### config.mk
export PLATFORM = sky130hd
export DESIGN_NAME = nsel_locator
export DESIGN_NICKNAME = d
export VERILOG_FILES = /design/src/nsel_pkg.sv /design/src/nsel_sector_acc.sv /design/src/nsel_locator.sv
export SDC_FILE = /design/constraint.sdc
export NUM_CORES = 1
export LEC_CHECK = 0
export BUFFER_PORTS_ARGS = -buffer_cell sky130_fd_sc_hd__buf_2
export CORE_MARGIN = 5
export CORE_UTILIZATION = 55
export DETAILED_ROUTE_END_ITERATION = 7
export GPL_ROUTABILITY_DRIVEN = 0
export PLACE_DENSITY = 0.76
export SLEW_MARGIN = 20
export SYNTH_ARGS = -nofsm -noshare
export SYNTH_HDL_FRONTEND = slang
export SYNTH_SLANG_ARGS = --single-unit
### constraint.sdc
create_clock -name CLK_I -period 2.7 [get_ports CLK_I]
set_clock_uncertainty 0.15 [all_clocks]
set_input_delay 0.27 -clock CLK_I [delete_from_list [all_inputs] [get_ports CLK_I]]
set_output_delay 0.27 -clock CLK_I [all_outputs]
set_load 0.02 [all_outputs]
### src/nsel_pkg.sv
// constants, types and register map of the sector ecc locator block
package nsel_pkg;

  localparam int ADDR_W       = 8;
  localparam int DATA_W       = 32;
  localparam int FIRST_SECTOR = 3;
  localparam int NUM_SECTORS  = 6;
  localparam int SECTOR_BYTES = 256;
  localparam int CNT_W        = 13;

  // byte addresses of the registers
  localparam logic [ADDR_W-1:0] OFF_SECTOR3 = 8'h00;
  localparam logic [ADDR_W-1:0] OFF_SECTOR8 = 8'h14;
  localparam logic [ADDR_W-1:0] OFF_STATUS  = 8'h18;
  localparam logic [ADDR_W-1:0] OFF_CONTROL = 8'h1C;

  // locator field layout
  localparam int BIT_W      = 3;
  localparam int WORD_W     = 8;
  localparam int CODE_W     = BIT_W + WORD_W;
  localparam int BIT_LSB    = 0;
  localparam int WORD_LSB   = 3;
  localparam int INVPAR_LSB = 12;

  // status and control layout
  localparam int STAT_SINGLE_LSB = 0;
  localparam int STAT_MULTI_LSB  = 8;
  localparam int STAT_BUSY_BIT   = 16;
  localparam int CTRL_ENABLE_BIT = 0;
  localparam int CTRL_SIZE_LSB   = 1;
  localparam logic [2:0] CTRL_RESET = 3'h3;

  // page lengths in bytes
  localparam logic [CNT_W-1:0] PAGE_BYTES_512  = 13'h0200;
  localparam logic [CNT_W-1:0] PAGE_BYTES_2048 = 13'h0800;
  localparam logic [CNT_W-1:0] PAGE_BYTES_4096 = 13'h1000;

  localparam logic [1:0] RESP_OKAY   = 2'h0;
  localparam logic [1:0] RESP_SLVERR = 2'h2;

  typedef enum logic [1:0] {
    PAGE_512  = 2'b00,
    PAGE_2048 = 2'b01,
    PAGE_4096 = 2'b10
  } nsel_page_size_t;

  typedef enum logic [1:0] {
    PG_IDLE  = 2'b00,
    PG_WRITE = 2'b01,
    PG_READ  = 2'b10
  } nsel_page_state_t;

  typedef struct packed {
    logic [CODE_W-1:0] inv_par;
    logic [WORD_W-1:0] word_index;
    logic [BIT_W-1:0]  bit_offset;
  } nsel_locator_t;

endpackage

### src/nsel_sector_acc.sv
// running position code and total parity over one 256-byte sector
`timescale 1ns/1ps
`default_nettype none
module nsel_sector_acc (
  input  wire logic                     clk_i,
  input  wire logic                     rstn_i,
  input  wire logic                     valid_i,
  input  wire logic                     first_i,
  input  wire logic [7:0]               data_i,
  input  wire logic [7:0]               word_i,
  output logic      [nsel_pkg::CODE_W-1:0] code_o,
  output logic                          parity_o
);
  logic                        odd;
  logic [2:0]                  bit_code;
  logic [nsel_pkg::CODE_W-1:0] contrib;
  logic [nsel_pkg::CODE_W-1:0] base_code;
  logic                        base_par;

  // xor of the positions of every set bit: word part only survives an odd count
  assign odd       = ^data_i;
  assign bit_code  = {data_i[4] ^ data_i[5] ^ data_i[6] ^ data_i[7],
                      data_i[2] ^ data_i[3] ^ data_i[6] ^ data_i[7],
                      data_i[1] ^ data_i[3] ^ data_i[5] ^ data_i[7]};
  assign contrib   = {(odd ? word_i : 8'h00), bit_code};
  assign base_code = first_i ? '0 : code_o;
  assign base_par  = first_i ? 1'b0 : parity_o;

  always_ff @(posedge clk_i or negedge rstn_i) begin
    if (!rstn_i) begin
      code_o   <= '0;
      parity_o <= 1'b0;
    end else if (valid_i) begin
      code_o   <= base_code ^ contrib;
      parity_o <= base_par ^ odd;
    end
  end
endmodule
`default_nettype wire

### src/nsel_locator.sv
// sector 3..8 ecc locator registers with an axi4-lite slave
// Contract
// - one code per 256-byte sector, pages of 512, 2048 or 4096 bytes of 8-bit words
// - sector 3 register covers page bytes 768 to 1023 only
// - sector 4 register covers page bytes 1024 to 1279 only
// - sector 5 register covers page bytes 1280 to 1535 only
// - sector 6 register covers page bytes 1536 to 1791 only
// - sector 7 register covers page bytes 1792 to 2047 only
// - sector 8 register covers page bytes 2048 to 2303 only
// - single error on read puts the flipped bit offset in the bit field
// - single error on read puts the faulty word address in the word field
// - with several errors the location fields are meaningless
//
// The placing of the registers and the AXI4-Lite register port were decided locally.
`timescale 1ns/1ps
`default_nettype none
module nsel_locator (
  input  wire logic                          CLK_I,
  input  wire logic                          RSTN_I,
  input  wire logic                          PAGE_START_I,
  input  wire logic                          PAGE_WRITE_I,
  input  wire logic                          DATA_VALID_I,
  input  wire logic [7:0]                    DATA_I,
  input  wire logic [nsel_pkg::ADDR_W-1:0]   AWADDR,
  input  wire logic                          AWVALID,
  output logic                               AWREADY,
  input  wire logic [nsel_pkg::DATA_W-1:0]   WDATA,
  input  wire logic [3:0]                    WSTRB,
  input  wire logic                          WVALID,
  output logic                               WREADY,
  output logic [1:0]                         BRESP,
  output logic                               BVALID,
  input  wire logic                          BREADY,
  input  wire logic [nsel_pkg::ADDR_W-1:0]   ARADDR,
  input  wire logic                          ARVALID,
  output logic                               ARREADY,
  output logic [nsel_pkg::DATA_W-1:0]        RDATA,
  output logic [1:0]                         RRESP,
  output logic                               RVALID,
  input  wire logic                          RREADY
);
  localparam int NS = nsel_pkg::NUM_SECTORS;

  nsel_pkg::nsel_page_state_t      state;
  nsel_pkg::nsel_page_state_t      next_state;
  logic [nsel_pkg::CNT_W-1:0]      cnt;
  logic [2:0]                      control;
  logic [1:0]                      page_size;
  logic [nsel_pkg::CNT_W-1:0]      page_bytes;
  logic                            in_page;
  logic                            byte_take;
  logic                            sector_first;
  logic                            sector_last;
  logic                            page_last;
  logic                            commit;
  logic                            commit_write;
  logic [3:0]                      commit_sec;
  logic [nsel_pkg::CODE_W-1:0]     acc_code;
  logic                            acc_par;
  logic [nsel_pkg::DATA_W-1:0]     sector_word [NS];
  logic [NS-1:0]                   single_flags;
  logic [NS-1:0]                   multi_flags;
  logic [nsel_pkg::DATA_W-1:0]     status_word;
  logic [nsel_pkg::DATA_W-1:0]     control_word;

  // page data path: byte counter and page state
  assign page_bytes   = (page_size == nsel_pkg::PAGE_512)  ? nsel_pkg::PAGE_BYTES_512  :
                        (page_size == nsel_pkg::PAGE_2048) ? nsel_pkg::PAGE_BYTES_2048 :
                                                             nsel_pkg::PAGE_BYTES_4096;
  assign in_page      = (cnt < page_bytes);
  assign byte_take    = DATA_VALID_I && (state != nsel_pkg::PG_IDLE) && in_page && !PAGE_START_I;
  assign sector_first = byte_take && (cnt[7:0] == 8'h00);
  assign sector_last  = byte_take && (cnt[7:0] == 8'hFF);
  assign page_last    = byte_take && (cnt == page_bytes - 13'h0001);

  always_comb begin
    next_state = state;
    if (PAGE_START_I && control[nsel_pkg::CTRL_ENABLE_BIT]) begin
      next_state = PAGE_WRITE_I ? nsel_pkg::PG_WRITE : nsel_pkg::PG_READ;
    end else if (PAGE_START_I || page_last) begin
      next_state = nsel_pkg::PG_IDLE;
    end
  end

  always_ff @(posedge CLK_I or negedge RSTN_I) begin
    if (!RSTN_I) begin
      state     <= nsel_pkg::PG_IDLE;
      cnt       <= '0;
      page_size <= nsel_pkg::PAGE_2048;
    end else begin
      state <= next_state;
      if (PAGE_START_I) begin
        cnt       <= '0;
        page_size <= control[nsel_pkg::CTRL_SIZE_LSB +: 2];
      end else if (byte_take) begin
        cnt <= cnt + 13'h0001;
      end
    end
  end

  // commit one cycle after a sector's last byte, once the accumulator holds it
  always_ff @(posedge CLK_I or negedge RSTN_I) begin
    if (!RSTN_I) begin
      commit       <= 1'b0;
      commit_write <= 1'b0;
      commit_sec   <= 4'h0;
    end else begin
      commit       <= sector_last;
      commit_write <= (state == nsel_pkg::PG_WRITE);
      commit_sec   <= cnt[11:8];
    end
  end

  nsel_sector_acc u_acc (
    .clk_i    (CLK_I),
    .rstn_i   (RSTN_I),
    .valid_i  (byte_take),
    .first_i  (sector_first),
    .data_i   (DATA_I),
    .word_i   (cnt[7:0]),
    .code_o   (acc_code),
    .parity_o (acc_par)
  );

  // one locator per sector; a write page stores the inverted code, a read page
  // compares against it. stored code lives only here, hence the spare-area copy
  for (genvar i = 0; i < NS; i++) begin : gen_sec
    nsel_pkg::nsel_locator_t     loc;
    logic                        ref_par;
    logic                        single;
    logic                        multi;
    logic                        sel;
    logic [nsel_pkg::CODE_W-1:0] syn;
    logic                        mism;

    // sector i+3 owns page bytes 256*(i+3) .. 256*(i+3)+255
    assign sel  = commit && (commit_sec == 4'(nsel_pkg::FIRST_SECTOR + i));
    assign syn  = acc_code ^ ~loc.inv_par;
    assign mism = acc_par ^ ref_par;

    always_ff @(posedge CLK_I or negedge RSTN_I) begin
      if (!RSTN_I) begin
        loc     <= '0;
        ref_par <= 1'b0;
        single  <= 1'b0;
        multi   <= 1'b0;
      end else if (sel && commit_write) begin
        loc.inv_par    <= ~acc_code;
        loc.word_index <= 8'h00;
        loc.bit_offset <= 3'h0;
        ref_par        <= acc_par;
        single         <= 1'b0;
        multi          <= 1'b0;
      end else if (sel) begin
        single <= mism;
        multi  <= !mism && (syn != '0);
        if (mism || (syn != '0)) begin
          loc.word_index <= syn[nsel_pkg::CODE_W-1:nsel_pkg::BIT_W];
          loc.bit_offset <= syn[nsel_pkg::BIT_W-1:0];
        end
      end
    end

    // field layout: 3-bit offset, 8-bit word, gap bit, 11-bit inverse code
    assign sector_word[i] = {9'h000, loc.inv_par, 1'b0, loc.word_index, loc.bit_offset};
    assign single_flags[i] = single;
    assign multi_flags[i]  = multi;
  end

  assign status_word  = {15'h0000, (state != nsel_pkg::PG_IDLE), 2'h0, multi_flags, 2'h0, single_flags};
  assign control_word = {29'h00000000, control};

  // axi4-lite slave: one write and one read in flight
  logic                        aw_held;
  logic                        w_held;
  logic [nsel_pkg::ADDR_W-1:0] aw_addr;
  logic [nsel_pkg::DATA_W-1:0] w_data;
  logic                        w_lane0;
  logic                        do_write;
  logic                        wr_is_ctrl;
  logic                        rd_mapped;
  logic [2:0]                  rd_idx;
  logic [nsel_pkg::DATA_W-1:0] rd_word;

  assign do_write   = aw_held && w_held && !BVALID;
  // only control is writable; locators are read-only
  assign wr_is_ctrl = (aw_addr == nsel_pkg::OFF_CONTROL);
  assign rd_mapped  = (ARADDR[1:0] == 2'h0) && (ARADDR <= nsel_pkg::OFF_CONTROL);
  assign rd_idx     = ARADDR[4:2];
  assign rd_word    = (rd_idx < 3'(NS))  ? sector_word[rd_idx] :
                      (rd_idx == 3'h6)   ? status_word : control_word;

  always_ff @(posedge CLK_I or negedge RSTN_I) begin
    if (!RSTN_I) begin
      AWREADY <= 1'b1;
      WREADY  <= 1'b1;
      aw_held <= 1'b0;
      w_held  <= 1'b0;
      aw_addr <= '0;
      w_data  <= '0;
      w_lane0 <= 1'b0;
      BVALID  <= 1'b0;
      BRESP   <= nsel_pkg::RESP_OKAY;
      control <= nsel_pkg::CTRL_RESET;
    end else begin
      if (AWVALID && AWREADY) begin
        AWREADY <= 1'b0;
        aw_held <= 1'b1;
        aw_addr <= AWADDR;
      end
      if (WVALID && WREADY) begin
        WREADY  <= 1'b0;
        w_held  <= 1'b1;
        w_data  <= WDATA;
        w_lane0 <= WSTRB[0];
      end
      if (do_write) begin
        aw_held <= 1'b0;
        w_held  <= 1'b0;
        BVALID  <= 1'b1;
        BRESP   <= wr_is_ctrl ? nsel_pkg::RESP_OKAY : nsel_pkg::RESP_SLVERR;
        if (wr_is_ctrl && w_lane0) begin
          control <= w_data[2:0];
        end
      end
      if (BVALID && BREADY) begin
        BVALID  <= 1'b0;
        AWREADY <= 1'b1;
        WREADY  <= 1'b1;
      end
    end
  end

  always_ff @(posedge CLK_I or negedge RSTN_I) begin
    if (!RSTN_I) begin
      ARREADY <= 1'b1;
      RVALID  <= 1'b0;
      RDATA   <= '0;
      RRESP   <= nsel_pkg::RESP_OKAY;
    end else if (ARVALID && ARREADY) begin
      ARREADY <= 1'b0;
      RVALID  <= 1'b1;
      RDATA   <= rd_mapped ? rd_word : 32'h00000000;
      RRESP   <= rd_mapped ? nsel_pkg::RESP_OKAY : nsel_pkg::RESP_SLVERR;
    end else if (RVALID && RREADY) begin
      RVALID  <= 1'b0;
      ARREADY <= 1'b1;
    end
  end
endmodule
`default_nettype wire

==> results.py <==
metrics = {
    "global_route": {
        "grt_max_degree": 70,
        "grt_first_pass_wirelength_um": 47850,
        "aggregate_global_route_resource_usage": 0.2515,
        "overflow": 0,
        "initial_antenna_violation_count": 0,
        "first_global_vias": 8478,
    },
    "pwr": {
        "switching_share": 0.2379,
        "seq_power_share": 0.472,
        "intPower_w": 0.006043,
        "power.net_switching_w": 0.001886,
        "vdd_ir_drop_max_uv": 294.1,
        "clkPwrFrac": 0.433,
        "power.static_leakage_nw": 6.302,
        "power-per-cell-area_nw_per_um2": 602.0,
        "share_comb_of_total_power": 0.095,
    },
    "worst_hold_path": {
        "hp-class": "in2reg",
        "hold_path_startpoint": "PAGE_START_I",
    },
    "clocking": {
        "clkLatencyLatePin_ns": 0.52,
        "cts_tree": "built",
        "cts_resized": 0,
        "clock_tree.root_cell": "sky130_fd_sc_hd__clkbuf_16",
        "clock_path_buffers": 3,
        "count_of_hold_fix_buffers_inserted_at_cts": 24,
        "cts_setup_buffers": 0,
        "cts.sink_count": 232,
        "cts-buffers-inserted": 24,
        "ctsHtreeMaxLevel": 1,
        "clk_pin_slew_worst_paths_ns": 0.06,
    },
    "sta": {
        "timing_hold_violations_final": 0,
        "timing.slew.headroom": 0.3658,
        "tightest_slew_ns": 0.9483,
        "rsz0062_at_grt": "false",
        "final_ws_setup_ns": 0.1499,
        "fmax_ghz": 0.3921,
        "finalSetupViolCount": 0,
        "period_minus_slack_ns": 2.550,
        "fin_tns_setup_ns": 0,
        "final_max_slew_viol_count": 0,
        "fin_crit_sh": 0.9445,
    },
    "logic_synthesis": {
        "netlist.top_cell.by_area": "sky130_fd_sc_hd__dfrtp_1",
        "ys_warnings": 0,
        "async_flop_share": 1.000,
        "netlist_area_um2": 11430,
        "synth_top_area_frac": 0.4946,
        "synth.yosys.seq_area_share": 0.5084,
        "synth-edff-count": 0,
        "yosys_register_bits": 232,
        "synth_unique_cells": 56,
        "post_synth_inst_count": 1060,
        "syn-mean-instance-area_um2": 10.79,
        "dominantRegCellSynth": "sky130_fd_sc_hd__dfrtp_1",
        "netlist_top_cells_area": "sky130_fd_sc_hd__dfrtp_1, sky130_fd_sc_hd__nand2_1, sky130_fd_sc_hd__o21ai_0",
    },
    "final_layout": {
        "register_area_um2": 5813,
        "final_cell_mix": "sky130_fd_sc_hd__dfrtp_1, sky130_fd_sc_hd__nand2_1, sky130_fd_sc_hd__o21ai_0, sky130_fd_sc_hd__buf_2, sky130_fd_sc_hd__xor2_1",
        "layout.filler_cells": 1522,
        "num-nets-final": 1229,
        "layout_commonest_cell": "sky130_fd_sc_hd__dfrtp_1",
        "multi_input_comb_area_um2": 5151,
        "syn2layout_area_growth_pct": 15.21,
        "final_layout_size_suffix_gt1_frac": 0.2048,
    },
    "floorplanning": {
        "floorplan_core_area_um2": 20360,
        "floorplan.die.width_um": 154.2,
        "ios": 111,
        "die-area_um2": 23770,
        "die_h_um": 154.2,
        "start_util": 0.5614,
        "row_count": 52,
    },
    "route": {
        "routed_wirelength_um": 29640,
        "wire_per_inst_um": 20.54,
        "met2WireLength_um": 13770,
        "drt_pass1_iterations": 6,
        "route.met3.wl_um": 2615,
        "drc_errors": 0,
        "via_count": 8516,
        "route.antenna.remaining_nets": 0,
        "drtIter0Drc": 984,
        "top_layer_used": "met4",
        "met1Wirelength_um": 12260,
        "vias_cell": 5.902,
    },
    "place": {
        "dp_hpwl_um": 21180,
        "place_ws_ns": 0.2366,
        "portBuffers": 67,
    },
    "critical_path": {
        "cp_data_arrival_time_ns": 2.85,
        "worstPathRequired_ns": 3.00,
        "worst-path-max-fanout": 12,
        "critical_path.endpoint_type": "flip-flop",
        "crit_start": "u_acc.code_o[10]$_DFFE_PN0P_",
        "timing_worst_setup_path_type": "reg2reg",
        "critical_path.startpoint_type": "flip-flop",
        "worstReg2RegStart": "u_acc.code_o[10]$_DFFE_PN0P_",
    },
    "outcome": {
        "run_status": "completed",
    },
    "flow_run": {
        "drv.max_cap_violation_count": 0,
    },
}
==> layer usage <==
| layer | vias up | GRT usage |
|---|---|---|
| met2 | 423 | 0.3952 |
| met3 | 75 | 0.03912 |
| met5 | - | 0 |
| met1 | 4179 | 0.3627 |
| met4 | 0 | 0.08116 |
| li1 | 3839 | - |
==> cells by family (layout without fill, tap and decap cells) <==
logic type,Yosys count,in the layout,share of synthesized area
muxes,101,101,0.1292
adders and majority gates,4,4,0.004378
buffers and inverters,100,202,0.04432
and+or+nand+nor,327,327,0.1336
DFF,232,232,0.5084
AOI/OAI and AO/OA,189,189,0.09849
other,1,12,0.0003280
xor gates and xnor gates,106,106,0.08120
==> synthesized netlist by cell type (all sizes together), types with 7 or more instances <==
cell type,n
nor4,12
o211ai,10
nor3,27
mux4,25
o31ai,7
dfrtp,226
nand3,23
a21oi,7
xnor2,49
a22o,13
buf,39
inv,24
mux2,48
o21ai,121
clkbuf,37
mux2i,28
nand2,169
nand4,8
nor2,48
a21o,16
nand2b,10
xor2,57
==> registers in the layout (all words and copies together) (netlist names), 2 cells and up <==
register,flops
w_data,3
gen_sec.loc,132
gen_sec.single,6
gen_sec.multi,6
page_size,2
cnt,13
u_acc.code_o,11
state,2
aw_addr,8
control,3
RDATA,23
gen_sec.ref_par,6
commit_sec,4
==> cell type report <==
type,count,area share
clock buffer,39,0.05680
multi-input combinational,738,0.3911
antenna,1,0.0001900
timing repair buffer,135,0.07238
inverter,24,0.006839
sequential,232,0.4413
tap,270,0.02565
clock inverter,4,0.005794
==> power groups by stage <==
stage / Sequential, W / Combinational, W / Clock [W]
4_1_cts: 0.00374 / 0.000750 / 0.00347
6_report: 0.00374 / 0.000750 / 0.00344
5_1_grt: 0.00376 / 0.000826 / 0.00361
3_3_place_gp: 0.00380 / 0.000686 / 0
3_5_place_dp: 0.00381 / 0.000702 / 0
2_1_floorplan: 0.00384 / 0.000383 / 0
==> worst max-delay path, stage by stage (launching register included) <==
cell and delay, ns:
sky130_fd_sc_hd__dfrtp_1 0.45, sky130_fd_sc_hd__buf_4 0.25, sky130_fd_sc_hd__xor2_1 0.31, sky130_fd_sc_hd__nand4_1 0.14, sky130_fd_sc_hd__nor4_1 0.47, sky130_fd_sc_hd__a31o_1 0.50, sky130_fd_sc_hd__a22o_1 0.22
==> metrics by stage <==
step | area (um^2) | power (W) | std cells | util | hold WS, ns
2_1_floorplan | 11470 | 0.004223 | 1070 | - | -0.1756
4_1_cts | 13170 | 0.007960 | 1442 | 0.6467 | 0.02980
5_1_grt | 13170 | 0.008201 | 1442 | 0.6467 | 0.05264
3_5_place_dp | 12110 | 0.004507 | 1375 | 0.5944 | 0.09867
6_report | 13170 | 0.007930 | 1443 | 0.6468 | 0.03408
3_3_place_gp | 12110 | 0.004484 | 1375 | 0.5944 | 0.09790
==> worst paths after layout <==
check	to	slack, ns	cells past startpoint
max in group asynchronous	control[0]$_DFFE_PN1P_	1.46	3
min in group asynchronous	gen_sec[3].loc[21]$_DFFE_PN0N_	0.14	2
worst max-delay path	gen_sec[5].loc[2]$_DFFE_PN0P_	0.15	6
worst min-delay path	cnt[11]$_DFFE_PN0P_	0.03	2
worst max register to register	gen_sec[5].loc[2]$_DFFE_PN0P_	0.15	6
worst min register to register	commit_write$_DFF_PN0_	0.30	1
(Power assumes the default switching activity.)
